--- src/shared/nfw_map.svh ---
`ifndef NFW_MAP_SVH
`define NFW_MAP_SVH
// ****************************************
// host command register map
// ****************************************
`define NFW_REG_CTRL        4'h0
`define NFW_REG_ADDR        4'h1
`define NFW_REG_WDATA       4'h2
`define NFW_REG_STATUS      4'h3
`define NFW_REG_RDATA       4'h4
`define NFW_REG_BOOT        4'h5
// ctrl field positions
`define NFW_CTRL_GO_BIT     4
`define NFW_CTRL_WP_BIT     5
`define NFW_CTRL_RST_BIT    6
`define NFW_CTRL_CMD_LSB    0
// status field positions
`define NFW_ST_BUSY_BIT     0
`define NFW_ST_DONE_BIT     1
`define NFW_ST_FAIL_BIT     2
`define NFW_ST_PROT_BIT     3
// ****************************************
// command words and addresses
// ****************************************
`define NFW_A_5555          20'h05555
`define NFW_A_2AAA          20'h02AAA
`define NFW_A_55            20'h00055
`define NFW_A_MFR           20'h00000
`define NFW_A_DEV           20'h00001
`define NFW_D_AA            16'h00AA
`define NFW_D_55            16'h0055
`define NFW_D_PROG          16'h00A0
`define NFW_D_ERASE         16'h0080
`define NFW_D_SECT          16'h0030
`define NFW_D_BLK           16'h0050
`define NFW_D_CHIP          16'h0010
`define NFW_D_QUERY         16'h0098
`define NFW_D_IDENT         16'h0090
`define NFW_D_EXIT          16'h00F0
`define NFW_D_SUSP          16'h00B0
// boot block ranges
`define NFW_BOOT_BOT_LO     20'h00000
`define NFW_BOOT_BOT_HI     20'h07FFF
`define NFW_BOOT_TOP_LO     20'hF8000
`define NFW_BOOT_TOP_HI     20'hFFFFF
// ****************************************
// timing
// ****************************************
`define NFW_CLK_NS          50
`define NFW_STROBE_NS       100
`define NFW_STROBE_CYC      ((`NFW_STROBE_NS + `NFW_CLK_NS - 1) / `NFW_CLK_NS)
`define NFW_SETTLE_NS       1000
`define NFW_SETTLE_CYC      ((`NFW_SETTLE_NS + `NFW_CLK_NS - 1) / `NFW_CLK_NS)
`define NFW_RP_NS           500
`define NFW_RP_CYC          ((`NFW_RP_NS + `NFW_CLK_NS - 1) / `NFW_CLK_NS)
`define NFW_RHR_NS          1000
`define NFW_RHR_CYC         ((`NFW_RHR_NS + `NFW_CLK_NS - 1) / `NFW_CLK_NS)
`define NFW_RC_NS           100
`define NFW_RC_CYC          ((`NFW_RC_NS + `NFW_CLK_NS - 1) / `NFW_CLK_NS)
`define NFW_POLL_MAX        16'h4000
`endif

--- src/shared/nfw_pkg.sv ---
package nfw_pkg;
  typedef enum logic [3:0] {
    NFW_OP_READ, NFW_OP_PROG, NFW_OP_SECT, NFW_OP_BLK, NFW_OP_CHIP,
    NFW_OP_QLEG, NFW_OP_QGEN, NFW_OP_IDENT, NFW_OP_EXIT, NFW_OP_SUSP,
    NFW_OP_RESUME, NFW_OP_HWRST
  } nfw_op_t;
  typedef struct packed {
    logic        ce_n;
    logic        oe_n;
    logic        we_n;
    logic        rst_n;
    logic        wp_n;
    logic [19:0] addr;
  } nfw_pins_t;
  typedef struct packed {
    logic [19:0] addr;
    logic [15:0] data;
  } nfw_cycle_t;
endpackage

--- src/hw/nfw_bus_cycle.sv ---
`include "nfw_map.svh"
// one write or read bus cycle on the flash pins
module nfw_bus_cycle (
  input  wire logic               core_clk_i, // clock
  input  wire logic               sys_rst_i,  // sync reset
  input  wire logic               start_i,    // begin a cycle
  input  wire logic               write_i,    // 1 write, 0 read
  input  wire nfw_pkg::nfw_cycle_t cyc_i,     // address and data
  input  wire logic [15:0]        dq_i,       // flash data in
  output logic                    ce_n_o,     // chip select
  output logic                    oe_n_o,     // output gate
  output logic                    we_n_o,     // write strobe
  output logic                    dq_oe_o,    // data drive enable
  output logic [19:0]             addr_o,     // address pins
  output logic [15:0]             dq_o,       // data pins out
  output logic [15:0]             rdata_o,    // captured read word
  output logic                    done_o      // cycle finished pulse
);
  logic [3:0] cnt_q;
  logic       act_q;
  logic       wr_q;

  // strobes held well above the glitch filter width
  always_ff @(posedge core_clk_i) begin
    if (sys_rst_i) begin
      act_q   <= 1'b0;
      cnt_q   <= 4'h0;
      wr_q    <= 1'b0;
      ce_n_o  <= 1'b1;
      oe_n_o  <= 1'b1;
      we_n_o  <= 1'b1;
      dq_oe_o <= 1'b0;
      addr_o  <= 20'h00000;
      dq_o    <= 16'h0000;
      rdata_o <= 16'h0000;
      done_o  <= 1'b0;
    end else begin
      done_o <= 1'b0;
      if (start_i && !act_q) begin
        act_q   <= 1'b1;
        cnt_q   <= 4'(`NFW_STROBE_CYC + 1);
        wr_q    <= write_i;
        addr_o  <= cyc_i.addr;
        dq_o    <= cyc_i.data;
        dq_oe_o <= write_i;
        ce_n_o  <= 1'b0;
        oe_n_o  <= write_i; // output gate high for writes
        we_n_o  <= 1'b1;
      end else if (act_q) begin
        cnt_q <= cnt_q - 4'h1;
        if (cnt_q == 4'(`NFW_STROBE_CYC + 1)) begin
          we_n_o <= !wr_q;
        end else if (cnt_q == 4'h1) begin
          we_n_o <= 1'b1;
          if (!wr_q) begin
            rdata_o <= dq_i;
          end
        end else if (cnt_q == 4'h0) begin
          act_q   <= 1'b0;
          ce_n_o  <= 1'b1;
          oe_n_o  <= 1'b1;
          dq_oe_o <= 1'b0;
          done_o  <= 1'b1;
        end
      end
    end
  end
endmodule

--- src/hw/nfw_host.sv ---
`include "nfw_map.svh"
module nfw_host (
  input  wire logic        core_clk_i, // clock
  input  wire logic        sys_rst_i,  // sync reset
  input  wire logic [3:0]  reg_addr_i, // register address
  input  wire logic [31:0] reg_wdata_i,// register write data
  input  wire logic        reg_wr_i,   // write strobe
  input  wire logic        reg_rd_i,   // read strobe
  output logic      [31:0] reg_rdata_o,// read data, next cycle
  input  wire logic [15:0] dq_i,       // flash data in
  output logic      [15:0] dq_o,       // flash data out
  output logic             dq_oe_o,    // flash data drive enable
  output logic      [19:0] addr_o,     // flash address
  output logic             ce_n_o,     // chip select, low active
  output logic             oe_n_o,     // output gate, low active
  output logic             we_n_o,     // write strobe, low active
  output logic             rst_n_o,    // flash reset, low active
  output logic             wp_n_o      // write protect, low active
);
  typedef enum {
    ST_IDLE, ST_WRITE, ST_POLL, ST_SETTLE, ST_VERIFY, ST_RST, ST_RHR, ST_READ
  } nfw_st_t;

  nfw_st_t               st_q;
  nfw_pkg::nfw_op_t      op_q;
  nfw_pkg::nfw_cycle_t   seq_q [6];
  nfw_pkg::nfw_cycle_t   cur;
  logic [2:0]            nseq_q;
  logic [2:0]            idx_q;
  logic [19:0]           addr_q;
  logic [15:0]           wdata_q;
  logic                  top_q;
  logic                  busy_q;
  logic                  done_q;
  logic                  fail_q;
  logic                  prot_q;
  logic [15:0]           rdata_q;
  logic [15:0]           tmr_q;
  logic [15:0]           prev_q;
  logic [1:0]            ok_q;
  logic                  start;
  logic                  write;
  logic [15:0]           cyc_rdata;
  logic                  cyc_done;
  logic                  rst_busy_q;
  logic                  erase_op;

  function automatic logic in_boot(input logic [19:0] a, input logic top);
    if (top) begin
      in_boot = (a >= `NFW_BOOT_TOP_LO) && (a <= `NFW_BOOT_TOP_HI);
    end else begin
      in_boot = (a >= `NFW_BOOT_BOT_LO) && (a <= `NFW_BOOT_BOT_HI);
    end
  endfunction

  // a completed word: polling true for program, one for erase
  function automatic logic status_ok(input logic [15:0] d, input logic [15:0] p,
                                     input logic er, input logic [15:0] w);
    if (er) begin
      status_ok = d[7] && (d[6] == p[6]);
    end else begin
      status_ok = (d[7] == w[7]) && (d[6] == p[6]);
    end
  endfunction

  assign erase_op = (op_q == nfw_pkg::NFW_OP_SECT) || (op_q == nfw_pkg::NFW_OP_BLK) ||
                    (op_q == nfw_pkg::NFW_OP_CHIP);
  assign start = (st_q == ST_WRITE) || (st_q == ST_POLL) || (st_q == ST_VERIFY) ||
                 (st_q == ST_READ);
  assign write = (st_q == ST_WRITE);
  always_comb begin
    cur = seq_q[idx_q];
    if (st_q != ST_WRITE) begin
      cur.addr = addr_q; // status reads at the written location
      cur.data = 16'h0000;
    end
  end

  nfw_bus_cycle u_cyc (
    .core_clk_i (core_clk_i),
    .sys_rst_i  (sys_rst_i),
    .start_i    (start && !cyc_done),
    .write_i    (write),
    .cyc_i      (cur),
    .dq_i       (dq_i),
    .ce_n_o     (ce_n_o),
    .oe_n_o     (oe_n_o),
    .we_n_o     (we_n_o),
    .dq_oe_o    (dq_oe_o),
    .addr_o     (addr_o),
    .dq_o       (dq_o),
    .rdata_o    (cyc_rdata),
    .done_o     (cyc_done)
  );

  // ****************************************
  // command sequence build
  // ****************************************
  always_ff @(posedge core_clk_i) begin
    if (sys_rst_i) begin
      for (int i = 0; i < 6; i++) begin
        seq_q[i] <= '0;
      end
      nseq_q <= 3'h0;
    end else if (st_q == ST_IDLE && reg_wr_i && reg_addr_i == `NFW_REG_CTRL &&
                 reg_wdata_i[`NFW_CTRL_GO_BIT]) begin
      // unlock prefix, upper byte always static zero
      seq_q[0] <= {`NFW_A_5555, `NFW_D_AA};
      seq_q[1] <= {`NFW_A_2AAA, `NFW_D_55};
      seq_q[3] <= {`NFW_A_5555, `NFW_D_AA};
      seq_q[4] <= {`NFW_A_2AAA, `NFW_D_55};
      nseq_q   <= 3'h3;
      unique case (nfw_pkg::nfw_op_t'(reg_wdata_i[3:0]))
        nfw_pkg::NFW_OP_PROG: begin
          seq_q[2] <= {`NFW_A_5555, `NFW_D_PROG};
          seq_q[3] <= {addr_q, wdata_q};
          nseq_q   <= 3'h4;
        end
        nfw_pkg::NFW_OP_SECT, nfw_pkg::NFW_OP_BLK, nfw_pkg::NFW_OP_CHIP: begin
          seq_q[2] <= {`NFW_A_5555, `NFW_D_ERASE};
          nseq_q   <= 3'h6;
          if (reg_wdata_i[3:0] == 4'(nfw_pkg::NFW_OP_SECT)) begin
            seq_q[5] <= {addr_q, `NFW_D_SECT};
          end else if (reg_wdata_i[3:0] == 4'(nfw_pkg::NFW_OP_BLK)) begin
            seq_q[5] <= {addr_q, `NFW_D_BLK};
          end else begin
            seq_q[5] <= {`NFW_A_5555, `NFW_D_CHIP};
          end
        end
        nfw_pkg::NFW_OP_QLEG:  seq_q[2] <= {`NFW_A_5555, `NFW_D_QUERY};
        nfw_pkg::NFW_OP_IDENT: seq_q[2] <= {`NFW_A_5555, `NFW_D_IDENT};
        nfw_pkg::NFW_OP_EXIT:  seq_q[2] <= {`NFW_A_5555, `NFW_D_EXIT};
        nfw_pkg::NFW_OP_QGEN: begin
          seq_q[0] <= {`NFW_A_55, `NFW_D_QUERY};
          nseq_q   <= 3'h1;
        end
        nfw_pkg::NFW_OP_SUSP: begin
          seq_q[0] <= {addr_q, `NFW_D_SUSP};
          nseq_q   <= 3'h1;
        end
        nfw_pkg::NFW_OP_RESUME: begin
          seq_q[0] <= {addr_q, `NFW_D_SECT};
          nseq_q   <= 3'h1;
        end
        default: nseq_q <= 3'h0;
      endcase
    end
  end

  // ****************************************
  // sequencer
  // ****************************************
  always_ff @(posedge core_clk_i) begin
    if (sys_rst_i) begin
      st_q    <= ST_IDLE;
      op_q    <= nfw_pkg::NFW_OP_READ;
      idx_q   <= 3'h0;
      busy_q  <= 1'b0;
      done_q  <= 1'b0;
      fail_q  <= 1'b0;
      prot_q  <= 1'b0;
      tmr_q   <= 16'h0000;
      prev_q  <= 16'h0000;
      ok_q    <= 2'h0;
      rdata_q <= 16'h0000;
      rst_n_o <= 1'b1;
      rst_busy_q <= 1'b0;
    end else begin
      if (reg_rd_i && reg_addr_i == `NFW_REG_STATUS) begin
        done_q <= 1'b0;
      end
      unique case (st_q)
        ST_IDLE: begin
          if (reg_wr_i && reg_addr_i == `NFW_REG_CTRL && reg_wdata_i[`NFW_CTRL_GO_BIT]) begin
            op_q   <= nfw_pkg::nfw_op_t'(reg_wdata_i[3:0]);
            idx_q  <= 3'h0;
            fail_q <= 1'b0;
            prot_q <= 1'b0;
            busy_q <= 1'b1;
            tmr_q  <= 16'h0000;
            if (reg_wdata_i[`NFW_CTRL_RST_BIT] ||
                reg_wdata_i[3:0] == 4'(nfw_pkg::NFW_OP_HWRST)) begin
              st_q    <= ST_RST;
              rst_n_o <= 1'b0;
            end else if (reg_wdata_i[3:0] == 4'(nfw_pkg::NFW_OP_READ)) begin
              st_q <= ST_READ;
            end else if (reg_wdata_i[`NFW_CTRL_WP_BIT] &&
                         (reg_wdata_i[3:0] == 4'(nfw_pkg::NFW_OP_CHIP) ||
                          ((reg_wdata_i[3:0] == 4'(nfw_pkg::NFW_OP_PROG) ||
                            reg_wdata_i[3:0] == 4'(nfw_pkg::NFW_OP_SECT) ||
                            reg_wdata_i[3:0] == 4'(nfw_pkg::NFW_OP_BLK)) &&
                           in_boot(addr_q, top_q)))) begin
              busy_q <= 1'b0; // device would ignore it
              done_q <= 1'b1;
              prot_q <= 1'b1;
            end else begin
              st_q <= ST_WRITE;
            end
          end
        end
        ST_WRITE: begin
          if (cyc_done) begin
            idx_q <= idx_q + 3'h1;
            if (idx_q + 3'h1 >= nseq_q) begin
              // polling valid after fourth or sixth strobe
              if (op_q == nfw_pkg::NFW_OP_PROG || erase_op) begin
                st_q   <= ST_POLL;
                prev_q <= {16{erase_op}} ^ ~wdata_q;
              end else begin
                st_q   <= ST_IDLE; // ident/query/exit take effect at once
                busy_q <= 1'b0;
                done_q <= 1'b1;
              end
            end
          end
        end
        ST_POLL: begin
          if (cyc_done) begin
            prev_q <= cyc_rdata;
            tmr_q  <= tmr_q + 16'h0001;
            if (status_ok(cyc_rdata, prev_q, erase_op, wdata_q)) begin
              st_q  <= ST_SETTLE;
              tmr_q <= 16'h0000;
              ok_q  <= 2'h0;
            end else if (tmr_q == `NFW_POLL_MAX) begin
              st_q   <= ST_IDLE;
              busy_q <= 1'b0;
              fail_q <= 1'b1;
              done_q <= 1'b1;
            end
          end
        end
        ST_SETTLE: begin
          tmr_q <= tmr_q + 16'h0001;
          if (tmr_q == 16'(`NFW_SETTLE_CYC)) begin
            st_q <= ST_VERIFY;
          end
        end
        ST_VERIFY: begin
          if (cyc_done) begin
            prev_q <= cyc_rdata;
            if (!status_ok(cyc_rdata, prev_q, erase_op, wdata_q)) begin
              st_q  <= ST_POLL; // rejection stands
              tmr_q <= 16'h0000;
            end else if (ok_q == 2'h1) begin
              st_q    <= ST_IDLE;
              busy_q  <= 1'b0;
              done_q  <= 1'b1;
              rdata_q <= cyc_rdata;
            end else begin
              ok_q <= ok_q + 2'h1;
            end
          end
        end
        ST_RST: begin
          tmr_q <= tmr_q + 16'h0001;
          if (tmr_q == 16'(`NFW_RP_CYC)) begin
            rst_n_o <= 1'b1;
            tmr_q   <= 16'h0000;
            st_q    <= ST_RHR;
          end
        end
        ST_RHR: begin
          tmr_q <= tmr_q + 16'h0001;
          if (tmr_q == 16'(`NFW_RHR_CYC)) begin
            st_q   <= ST_IDLE;
            busy_q <= 1'b0;
            done_q <= 1'b1;
            fail_q <= rst_busy_q; // rst_busy_q is always low here, since a reset only starts from ST_IDLE
          end
        end
        ST_READ: begin
          if (cyc_done) begin
            rdata_q <= cyc_rdata;
            st_q    <= ST_IDLE;
            busy_q  <= 1'b0;
            done_q  <= 1'b1;
          end
        end
      endcase
      rst_busy_q <= (st_q == ST_POLL) || (st_q == ST_SETTLE) || (st_q == ST_VERIFY) ||
                    (st_q == ST_RST && rst_busy_q);
    end
  end

  // ****************************************
  // software registers
  // ****************************************
  always_ff @(posedge core_clk_i) begin
    if (sys_rst_i) begin
      addr_q  <= 20'h00000;
      wdata_q <= 16'h0000;
      top_q   <= 1'b0;
      wp_n_o  <= 1'b1;
    end else if (reg_wr_i && st_q == ST_IDLE) begin
      unique case (reg_addr_i)
        `NFW_REG_ADDR:  addr_q  <= reg_wdata_i[19:0];
        `NFW_REG_WDATA: wdata_q <= reg_wdata_i[15:0];
        `NFW_REG_BOOT:  top_q   <= reg_wdata_i[0];
        `NFW_REG_CTRL:  wp_n_o  <= !reg_wdata_i[`NFW_CTRL_WP_BIT];
        default: ;
      endcase
    end
  end

  always_ff @(posedge core_clk_i) begin
    if (sys_rst_i) begin
      reg_rdata_o <= 32'h00000000;
    end else if (reg_rd_i) begin
      unique case (reg_addr_i)
        `NFW_REG_CTRL:   reg_rdata_o <= {26'h0, !wp_n_o, 1'b0, 4'(op_q)};
        `NFW_REG_ADDR:   reg_rdata_o <= {12'h000, addr_q};
        `NFW_REG_WDATA:  reg_rdata_o <= {16'h0000, wdata_q};
        `NFW_REG_STATUS: reg_rdata_o <= {28'h0, prot_q, fail_q, done_q, busy_q};
        `NFW_REG_RDATA:  reg_rdata_o <= {16'h0000, rdata_q};
        `NFW_REG_BOOT:   reg_rdata_o <= {31'h0, top_q};
        default:         reg_rdata_o <= 32'h00000000;
      endcase
    end else begin
      reg_rdata_o <= 32'h00000000;
    end
  end
endmodule

--- config.mk ---
export PLATFORM = sky130hd
export DESIGN_NAME = nfw_host
export DESIGN_NICKNAME = d
export VERILOG_FILES = /design/src/shared/nfw_pkg.sv /design/src/hw/nfw_bus_cycle.sv /design/src/hw/nfw_host.sv
export VERILOG_INCLUDE_DIRS = /design/src /design/src/shared
export SDC_FILE = /design/constraint.sdc
export NUM_CORES = 1
export LEC_CHECK = 0
export ABC_AREA = 1
export BUFFER_PORTS_ARGS = -buffer_cell sky130_fd_sc_hd__buf_2
export CAP_MARGIN = 20
export CORE_MARGIN = 1.5
export CORE_UTILIZATION = 44
export CTS_BUF_LIST = sky130_fd_sc_hd__clkbuf_2
export CTS_CLUSTER_DIAMETER = 40
export DETAILED_ROUTE_END_ITERATION = 6
export PLACE_DENSITY = 0.62
export SYNTH_ARGS = -nofsm -noshare
export SYNTH_HDL_FRONTEND = slang
export SYNTH_SLANG_ARGS = --single-unit
--- constraint.sdc ---
create_clock -name core_clk_i -period 3.13 [get_ports core_clk_i]
set_input_delay 0.4695 -clock core_clk_i [delete_from_list [all_inputs] [get_ports core_clk_i]]
set_output_delay 0.4695 -clock core_clk_i [all_outputs]
set_load 0.005 [all_outputs]
Word-level counts from Yosys, hierarchy flattened
Memory sizes are Yosys's and may differ from the RTL's. A register that Yosys moved wholly into a read port is not among the register bits.
Cells that the tools add are included.
{ "word_totals": {"ff_bits": 222, "ram_bits": 216, "out_inout_bits": 74, "memories": 1} }
{ "classes": {"addsub": 4, "order_cmp": 5, "eq_ne": 67, "n_mux": 197, "bitwise": 23, "reduce_logical": 74} }
{ "memory_table": {"columns": ["memory", "depth", "width", "rd", "rd_ports_with_merged_regs", "write_ports", "line", "text"], "rows": [
  ["seq_q", 6, 36, 1, 1, 6, "nfw_host.sv:26", "nfw_pkg::nfw_cycle_t seq_q [6];"]
]} }
{ "op_table": {"columns": ["cell", "n"], "rows": [
  ["36-bit 2-to-1 mux", 17],
  ["32-bit 2-to-1 mux", 16],
  ["32-bit one-hot mux with 8 select lines", 1],
  ["32-bit by 3-bit == test with 1-bit output (second input constant)", 6],
  ["16-bit 2-to-1 mux", 10],
  ["1-bit 2-to-1 mux", 127],
  ["20-bit one-hot mux with 6 select lines", 1],
  ["32-bit by 2-bit == test with 1-bit output (second input constant)", 3],
  ["32-bit by 4-bit == test with 1-bit output (second input constant)", 3],
  ["16-bit one-hot mux with 5 select lines", 1],
  ["32-bit logical NOT", 2],
  ["32-bit by 1-bit == test with 1-bit output (second input constant)", 1],
  ["32-bit by 2-bit inequality test with 1-bit output (second input constant)", 1],
  ["16-bit one-hot mux with 2 select lines", 1],
  ["4-bit by 2-bit == test with 1-bit output (second input constant)", 7],
  ["4-bit by 3-bit == test with 1-bit output (second input constant)", 7],
  ["2-bit inequality test (second input constant)", 14],
  ["7-bit 2-to-1 mux", 3],
  ["20-bit by 1-bit >= comparator with 1-bit output (second input constant)", 1],
  ["20-bit >= comparator (second input constant)", 1],
  ["20-bit by 15-bit less-or-equal comparator with 1-bit output (second input constant)", 1],
  ["20-bit less-or-equal comparator (second input constant)", 1],
  ["5-bit AND reduction", 4],
  ["16-bit by 1-bit adder with 16-bit output (second input constant)", 1],
  ["44 further kinds", 140]
]} }

Logic depth before layout (Yosys ltp)
{ "depth": {"word_depth": 16, "mapped_depth": 14} }

Cells and area by module
Synthesis repeated with hierarchy kept, for this count alone.
{ "hier_totals": {"cells_unflattened": 1552, "area_unflattened_um2": 12378.1} }
{ "by_module_without_submodules": {"columns": ["mod", "instances", "cells_each", "area_each_um2", "seq_area_each_um2"], "rows": [
  ["nfw_host", 1, 1224, 9894.5, 4984.8],
  ["nfw_bus_cycle", 1, 328, 2483.6, 1261.2]
]} }

Worst setup path after synthesis
No wires, ideal clock.
{ "synth_path": {"path_kind": "input to register", "start": "input port reg_addr_i[3]", "end": "memory seq_q[3][0] (netlist name) (enable)", "setup_time_ns": 0.399, "t_arrival_ns": 2.104, "t_required_ns": 2.731, "path_slack_ns": 0.627, "stages": 6, "path_buffers": 1, "path_cell_list": "nor2_2 -> nand3_2 -> nor2_2 -> nand2_2 -> buf_4 -> nand2_1"} }
{ "synth_rtl": {"columns": ["element", "line", "text"], "rows": [
  ["start, declared", "nfw_host.sv:5", "input wire logic [3:0] reg_addr_i,"],
  ["end, declared", "nfw_host.sv:26", null]
]} }

Worst setup path in the final report
{ "layout_path": {"start": "register st_q[1]", "end": "register u_cyc.addr_o[15]"} }
{ "layout_via": {"elab_chain_cells": 6, "word_cells_on_any_way": 11, "cone_classes": "eq/ne (5); mux (1); reduce/logical (5)"} }
{ "layout_rtl": {"columns": ["element", "line", "text"], "rows": [
  ["start, declared", "nfw_host.sv:24", "nfw_st_t st_q;"],
  ["start signal, assigned", "nfw_host.sv:155", "st_q <= ST_IDLE;"],
  ["start signal, assigned", "nfw_host.sv:183", "st_q <= ST_RST;"],
  ["start signal, assigned", "nfw_host.sv:186", "st_q <= ST_READ;"],
  ["32-bit by 2-bit == test with 1-bit output / 32-bit by 3-bit == test with 1-bit output (equally long branches)", "nfw_host.sv:68", "assign start = (st_q == ST_WRITE) || (st_q == ST_POLL) || (st_q == ST_VERIFY) ||"],
  ["1-bit logical OR (3 in a row)", "nfw_host.sv:68", null],
  ["1-bit logical AND", "nfw_host.sv:82", ".start_i (start && !cyc_done),"],
  ["1-bit logical AND", "nfw_bus_cycle.sv:39", "if (start_i && !act_q) begin"],
  ["end signal, assigned", "nfw_bus_cycle.sv:43", "addr_o <= cyc_i.addr;"],
  ["end, declared", "nfw_bus_cycle.sv:14", "output logic [19:0] addr_o,"]
]} }
Parallel ways exist; a longest one is shown, timed or not.
A chain may end at the register's enable or synchronous reset.

==> metrics.txt <==
# TYPE chip_impl_metric gauge
chip_impl_metric{name="worst_path_arrival",unit="ns"} 3.33
chip_impl_info{name="min_delay_startpoint",value="reg_wr_i"} 1
chip_impl_metric{name="number_of_nets_with_antenna_violations_after_detailed_routing",unit=""} 0
chip_impl_metric{name="timing.final.crit_period",unit="ns"} 2.57
chip_impl_metric{name="grt_pass1_wl",unit="µm"} 52800
chip_impl_info{name="timing.critical_path.from_type",value="register"} 1
chip_impl_metric{name="final-setup-viol-count",unit=""} 0
chip_impl_metric{name="synth_seq_area_share",unit="%"} 52.4
chip_impl_metric{name="detailedRoute.firstIterationViolations",unit=""} 920
chip_impl_metric{name="rows",unit=""} 60
chip_impl_metric{name="initial_core_utilization",unit="%"} 44.5
chip_impl_metric{name="yosys.cell_types.count",unit=""} 54
chip_impl_metric{name="wl",unit="µm"} 33000
chip_impl_metric{name="swShare",unit="%"} 35.0
chip_impl_metric{name="timing.max_slew.rel_slack",unit="%"} 57.6
chip_impl_metric{name="grt_util_all_layers",unit="%"} 23.8
chip_impl_metric{name="finalInstanceArea",unit="µm²"} 13900
chip_impl_metric{name="place.port_buffers",unit=""} 105
chip_impl_metric{name="pin_count_of_the_biggest_net_entering_global_routing",unit=""} 107
chip_impl_info{name="cts_tree",value="yes"} 1
chip_impl_metric{name="ys_ff_latch",unit=""} 268
chip_impl_metric{name="cts_buffer_depth",unit=""} 3
chip_impl_metric{name="timing.setup.tns",unit="ns"} 0
chip_impl_metric{name="placed_area",unit="µm²"} 12800
chip_impl_metric{name="max_clock_freq",unit="MHz"} 389
chip_impl_metric{name="mappedNetlistArea",unit="µm²"} 11900
chip_impl_info{name="yosys.area.top_type",value="dfxtp_1"} 1
chip_impl_metric{name="worst_slew_pin_slew",unit="ns"} 0.635
chip_impl_metric{name="syn_avg_cell_area",unit="µm²"} 8.25
chip_impl_metric{name="chipHeight",unit="µm"} 168
chip_impl_metric{name="synth_warnings",unit=""} 0
chip_impl_metric{name="first_global_vias",unit=""} 10048
chip_impl_metric{name="worst_ir_drop_vdd",unit="mV"} 0.286
chip_impl_metric{name="leakage",unit="nW"} 5.90
chip_impl_info{name="status",value="complete, no violations"} 1
chip_impl_metric{name="fin_nets",unit=""} 1698
chip_impl_metric{name="vias_per_cell",unit=""} 5.18
chip_impl_metric{name="i_o_pins",unit=""} 130
chip_impl_metric{name="core_area",unit="µm²"} 26800
chip_impl_metric{name="power_frac_seq",unit="%"} 47.2
chip_impl_metric{name="comb_power_share",unit="%"} 22.9
chip_impl_metric{name="power.share.clock",unit="%"} 29.9
chip_impl_metric{name="remaining_drc_errors",unit=""} 0
chip_impl_metric{name="yosysTopAreaCellShare",unit="%"} 30.2
chip_impl_metric{name="min_period_over_period",unit="%"} 82.1
chip_impl_metric{name="power.switching",unit="mW"} 3.02
chip_impl_metric{name="die-area",unit="µm²"} 28100
chip_impl_info{name="hold_path.class",value="input port to register"} 1
chip_impl_metric{name="vias",unit=""} 10505
chip_impl_metric{name="detailedRoute.firstPassIterationCount",unit=""} 5
chip_impl_metric{name="fin_util",unit="%"} 51.7
chip_impl_metric{name="number_of_levels_the_h_tree_was_split_into",unit=""} 3
chip_impl_metric{name="worst_clock_skew",unit="ns"} 0.105
chip_impl_metric{name="grt_remaining_overflow",unit=""} 0
chip_impl_metric{name="fp.dieW",unit="µm"} 168
chip_impl_metric{name="critPathMaxFanout",unit=""} 14
chip_impl_info{name="cell_types_occupying_the_most_area_after_synthesis",value="dfxtp_1 (30%), edfxtp_1 (22%), nand2_1 (6.8%), o21ai_0 (6.4%), nor2_1 (6.4%)"} 1
chip_impl_metric{name="number_of_enable_flip_flop_cells_after_synthesis",unit=""} 88
chip_impl_info{name="critPathLaunch",value="st_q[1]"} 1
chip_impl_metric{name="cts-resized-gates",unit=""} 0
chip_impl_metric{name="cap_viol_max_count",unit=""} 0
chip_impl_metric{name="insertion_delay",unit="ns"} 0.88
chip_impl_metric{name="cellInternalPower",unit="mW"} 5.60
chip_impl_metric{name="postSynthCellCount",unit=""} 1445
chip_impl_metric{name="area_growth_syn_to_layout",unit="%"} 16.2
chip_impl_metric{name="clkSlewWorstSetupHoldPaths",unit="ns"} 0.09
chip_impl_metric{name="post_route_cells_drive_above_1_share",unit="%"} 17.6
chip_impl_metric{name="report.final.hold_viol_count",unit=""} 0
chip_impl_metric{name="ys_async_sr_fraction",unit="%"} 0
chip_impl_info{name="cts_root_buf",value="clkbuf_2"} 1
chip_impl_metric{name="clock_sink_count",unit=""} 268
chip_impl_metric{name="antenna_violations_before_repair",unit=""} 1
chip_impl_metric{name="worst_ep_required_time",unit="ns"} 3.89
chip_impl_info{name="timing.critical_path.to_type",value="register"} 1
chip_impl_info{name="worstSetupPathType",value="register to register"} 1
chip_impl_metric{name="hpwlAfterDp",unit="µm"} 22700
chip_impl_metric{name="wire_per_inst",unit="µm"} 16.3
chip_impl_info{name="synth_top_flop_cell",value="dfxtp_1"} 1
chip_impl_info{name="rr_startpoint",value="st_q[1]"} 1
chip_impl_metric{name="placer_congestion_estimate",unit=""} 0.882
chip_impl_metric{name="power",unit="mW"} 8.63
chip_impl_metric{name="power-per-cell-area",unit="nW/µm²"} 622
chip_impl_info{name="rsz0062_at_grt",value="no"} 1
chip_impl_metric{name="finalMaxSlewViolations",unit=""} 0
chip_impl_metric{name="cts-buffers-inserted",unit=""} 72
==> flip-flops by register name, indices dropped and copies added, names as in the netlist, 16 cells and up, named ones only <==
signal,cells
reg_rdata_o,20
seq_q,90
u_cyc.addr_o,20
u_cyc.rdata_o,16
addr_q,20
rdata_q,16
tmr_q,16
u_cyc.dq_o,16
wdata_q,16
==> metal layers <==
metal / global-route usage, % / vias up / share of wire [%]
li1: - / 5233 / -
met1: 33.8 / 4801 / 47
met2: 36.6 / 422 / 43
met3: 4.56 / 49 / 7.8
met4: 7.56 / 0 / 1.7
met5: 0 / - / 0
==> logic make-up after synthesis <==
family          Yosys count  share of synthesized area (%)
buf+inv                 254                           8.99
compound gates          374                           17.6
other cells               1                         0.0314
fa+ha+maj                12                           1.32
xor+xnor                  8                          0.588
simple gates            528                           19.1
flops                   268                           52.4
==> synthesized netlist by cell type, types with 17 or more instances <==
library cell and n:
clkbuf_1 34, nand3_1 50, o22ai_1 25, inv_1 164, buf_2 17, o21ai_0 153, a21oi_1 130, dfxtp_1 180
a31oi_1 19, nand2_1 216, nor2_1 202, edfxtp_1 88
==> timing repair <==
action,in CTS,in global routing
hold endpoints to repair,55,0
endpoints found under the setup margin,0,0
setup buffers,0,0
hold buffers,38,0
==> stage by stage <==
stage / cells / setup WS, ns / hold WS [ns]
final: 2029 / 0.559 / 0.0879
after CTS: 2027 / 0.566 / 0.0251
after floorplan: 1456 / 0.627 / 0.430
after global placement: 1859 / 0.576 / 0.440
after detailed placement: 1859 / 0.534 / 0.443
after global routing: 2029 / 0.283 / 0.0419
==> critical path, stage by stage (launching register included) <==
cell and delay (ns):
dfxtp_1 0.56, inv_2 0.14, fa_1 0.63, nand3_2 0.18, inv_1 0.11, nand2_1 0.38
o21ai_0 0.30, a31oi_1 0.06, nand3_1 0.08, nand2_1 0.05, inv_1 0.06
==> final timing paths <==
kind	to	cells past startpoint	slack, ns
hold reg to reg	rdata_q[9]	2	0.46
hold / removal	top_q	5	0.09
setup reg to reg	u_cyc.addr_o[15]	10	0.56
setup / recovery	u_cyc.addr_o[15]	10	0.56
==> final cells by class <==
class,count,area [µm²]
fill,2557,12900
multi-input combinational,934,4650
inverter,182,686
clock inverter,23,163
sequential,268,6250
clock buffer,107,536
antenna,2,5.00
tap,341,427
timing repair buffer,172,1150
==> placed cells by master (no fill, tap or decap), types with 12 or more instances in the layout <==
master           n
nand2_1        215
nor2_1         202
dfxtp_1        180
inv_1          164
o21ai_0        153
a21oi_1        130
clkbuf_2       107
buf_2          105
edfxtp_1        88
nand3_1         50
dlygate4sd3_1   38
buf_4           27
o22ai_1         25
clkinv_1        19
a31oi_1         19
inv_2           14
nand4_1         13
conb_1          12
==> power by group through the flow <==
| stage | sequential (mW) | clock [mW] | combinational [mW] |
|---|---|---|---|
| final | 4.07 | 2.58 | 1.98 |
| after global routing | 4.11 | 2.82 | 2.21 |
| after CTS | 4.07 | 2.63 | 1.97 |
| after detailed placement | 4.15 | 0 | 1.92 |
| after global placement | 4.14 | 0 | 1.90 |
| after floorplan | 4.09 | 0 | 1.40 |
Note: power is estimated with default switching activity, not from simulation.
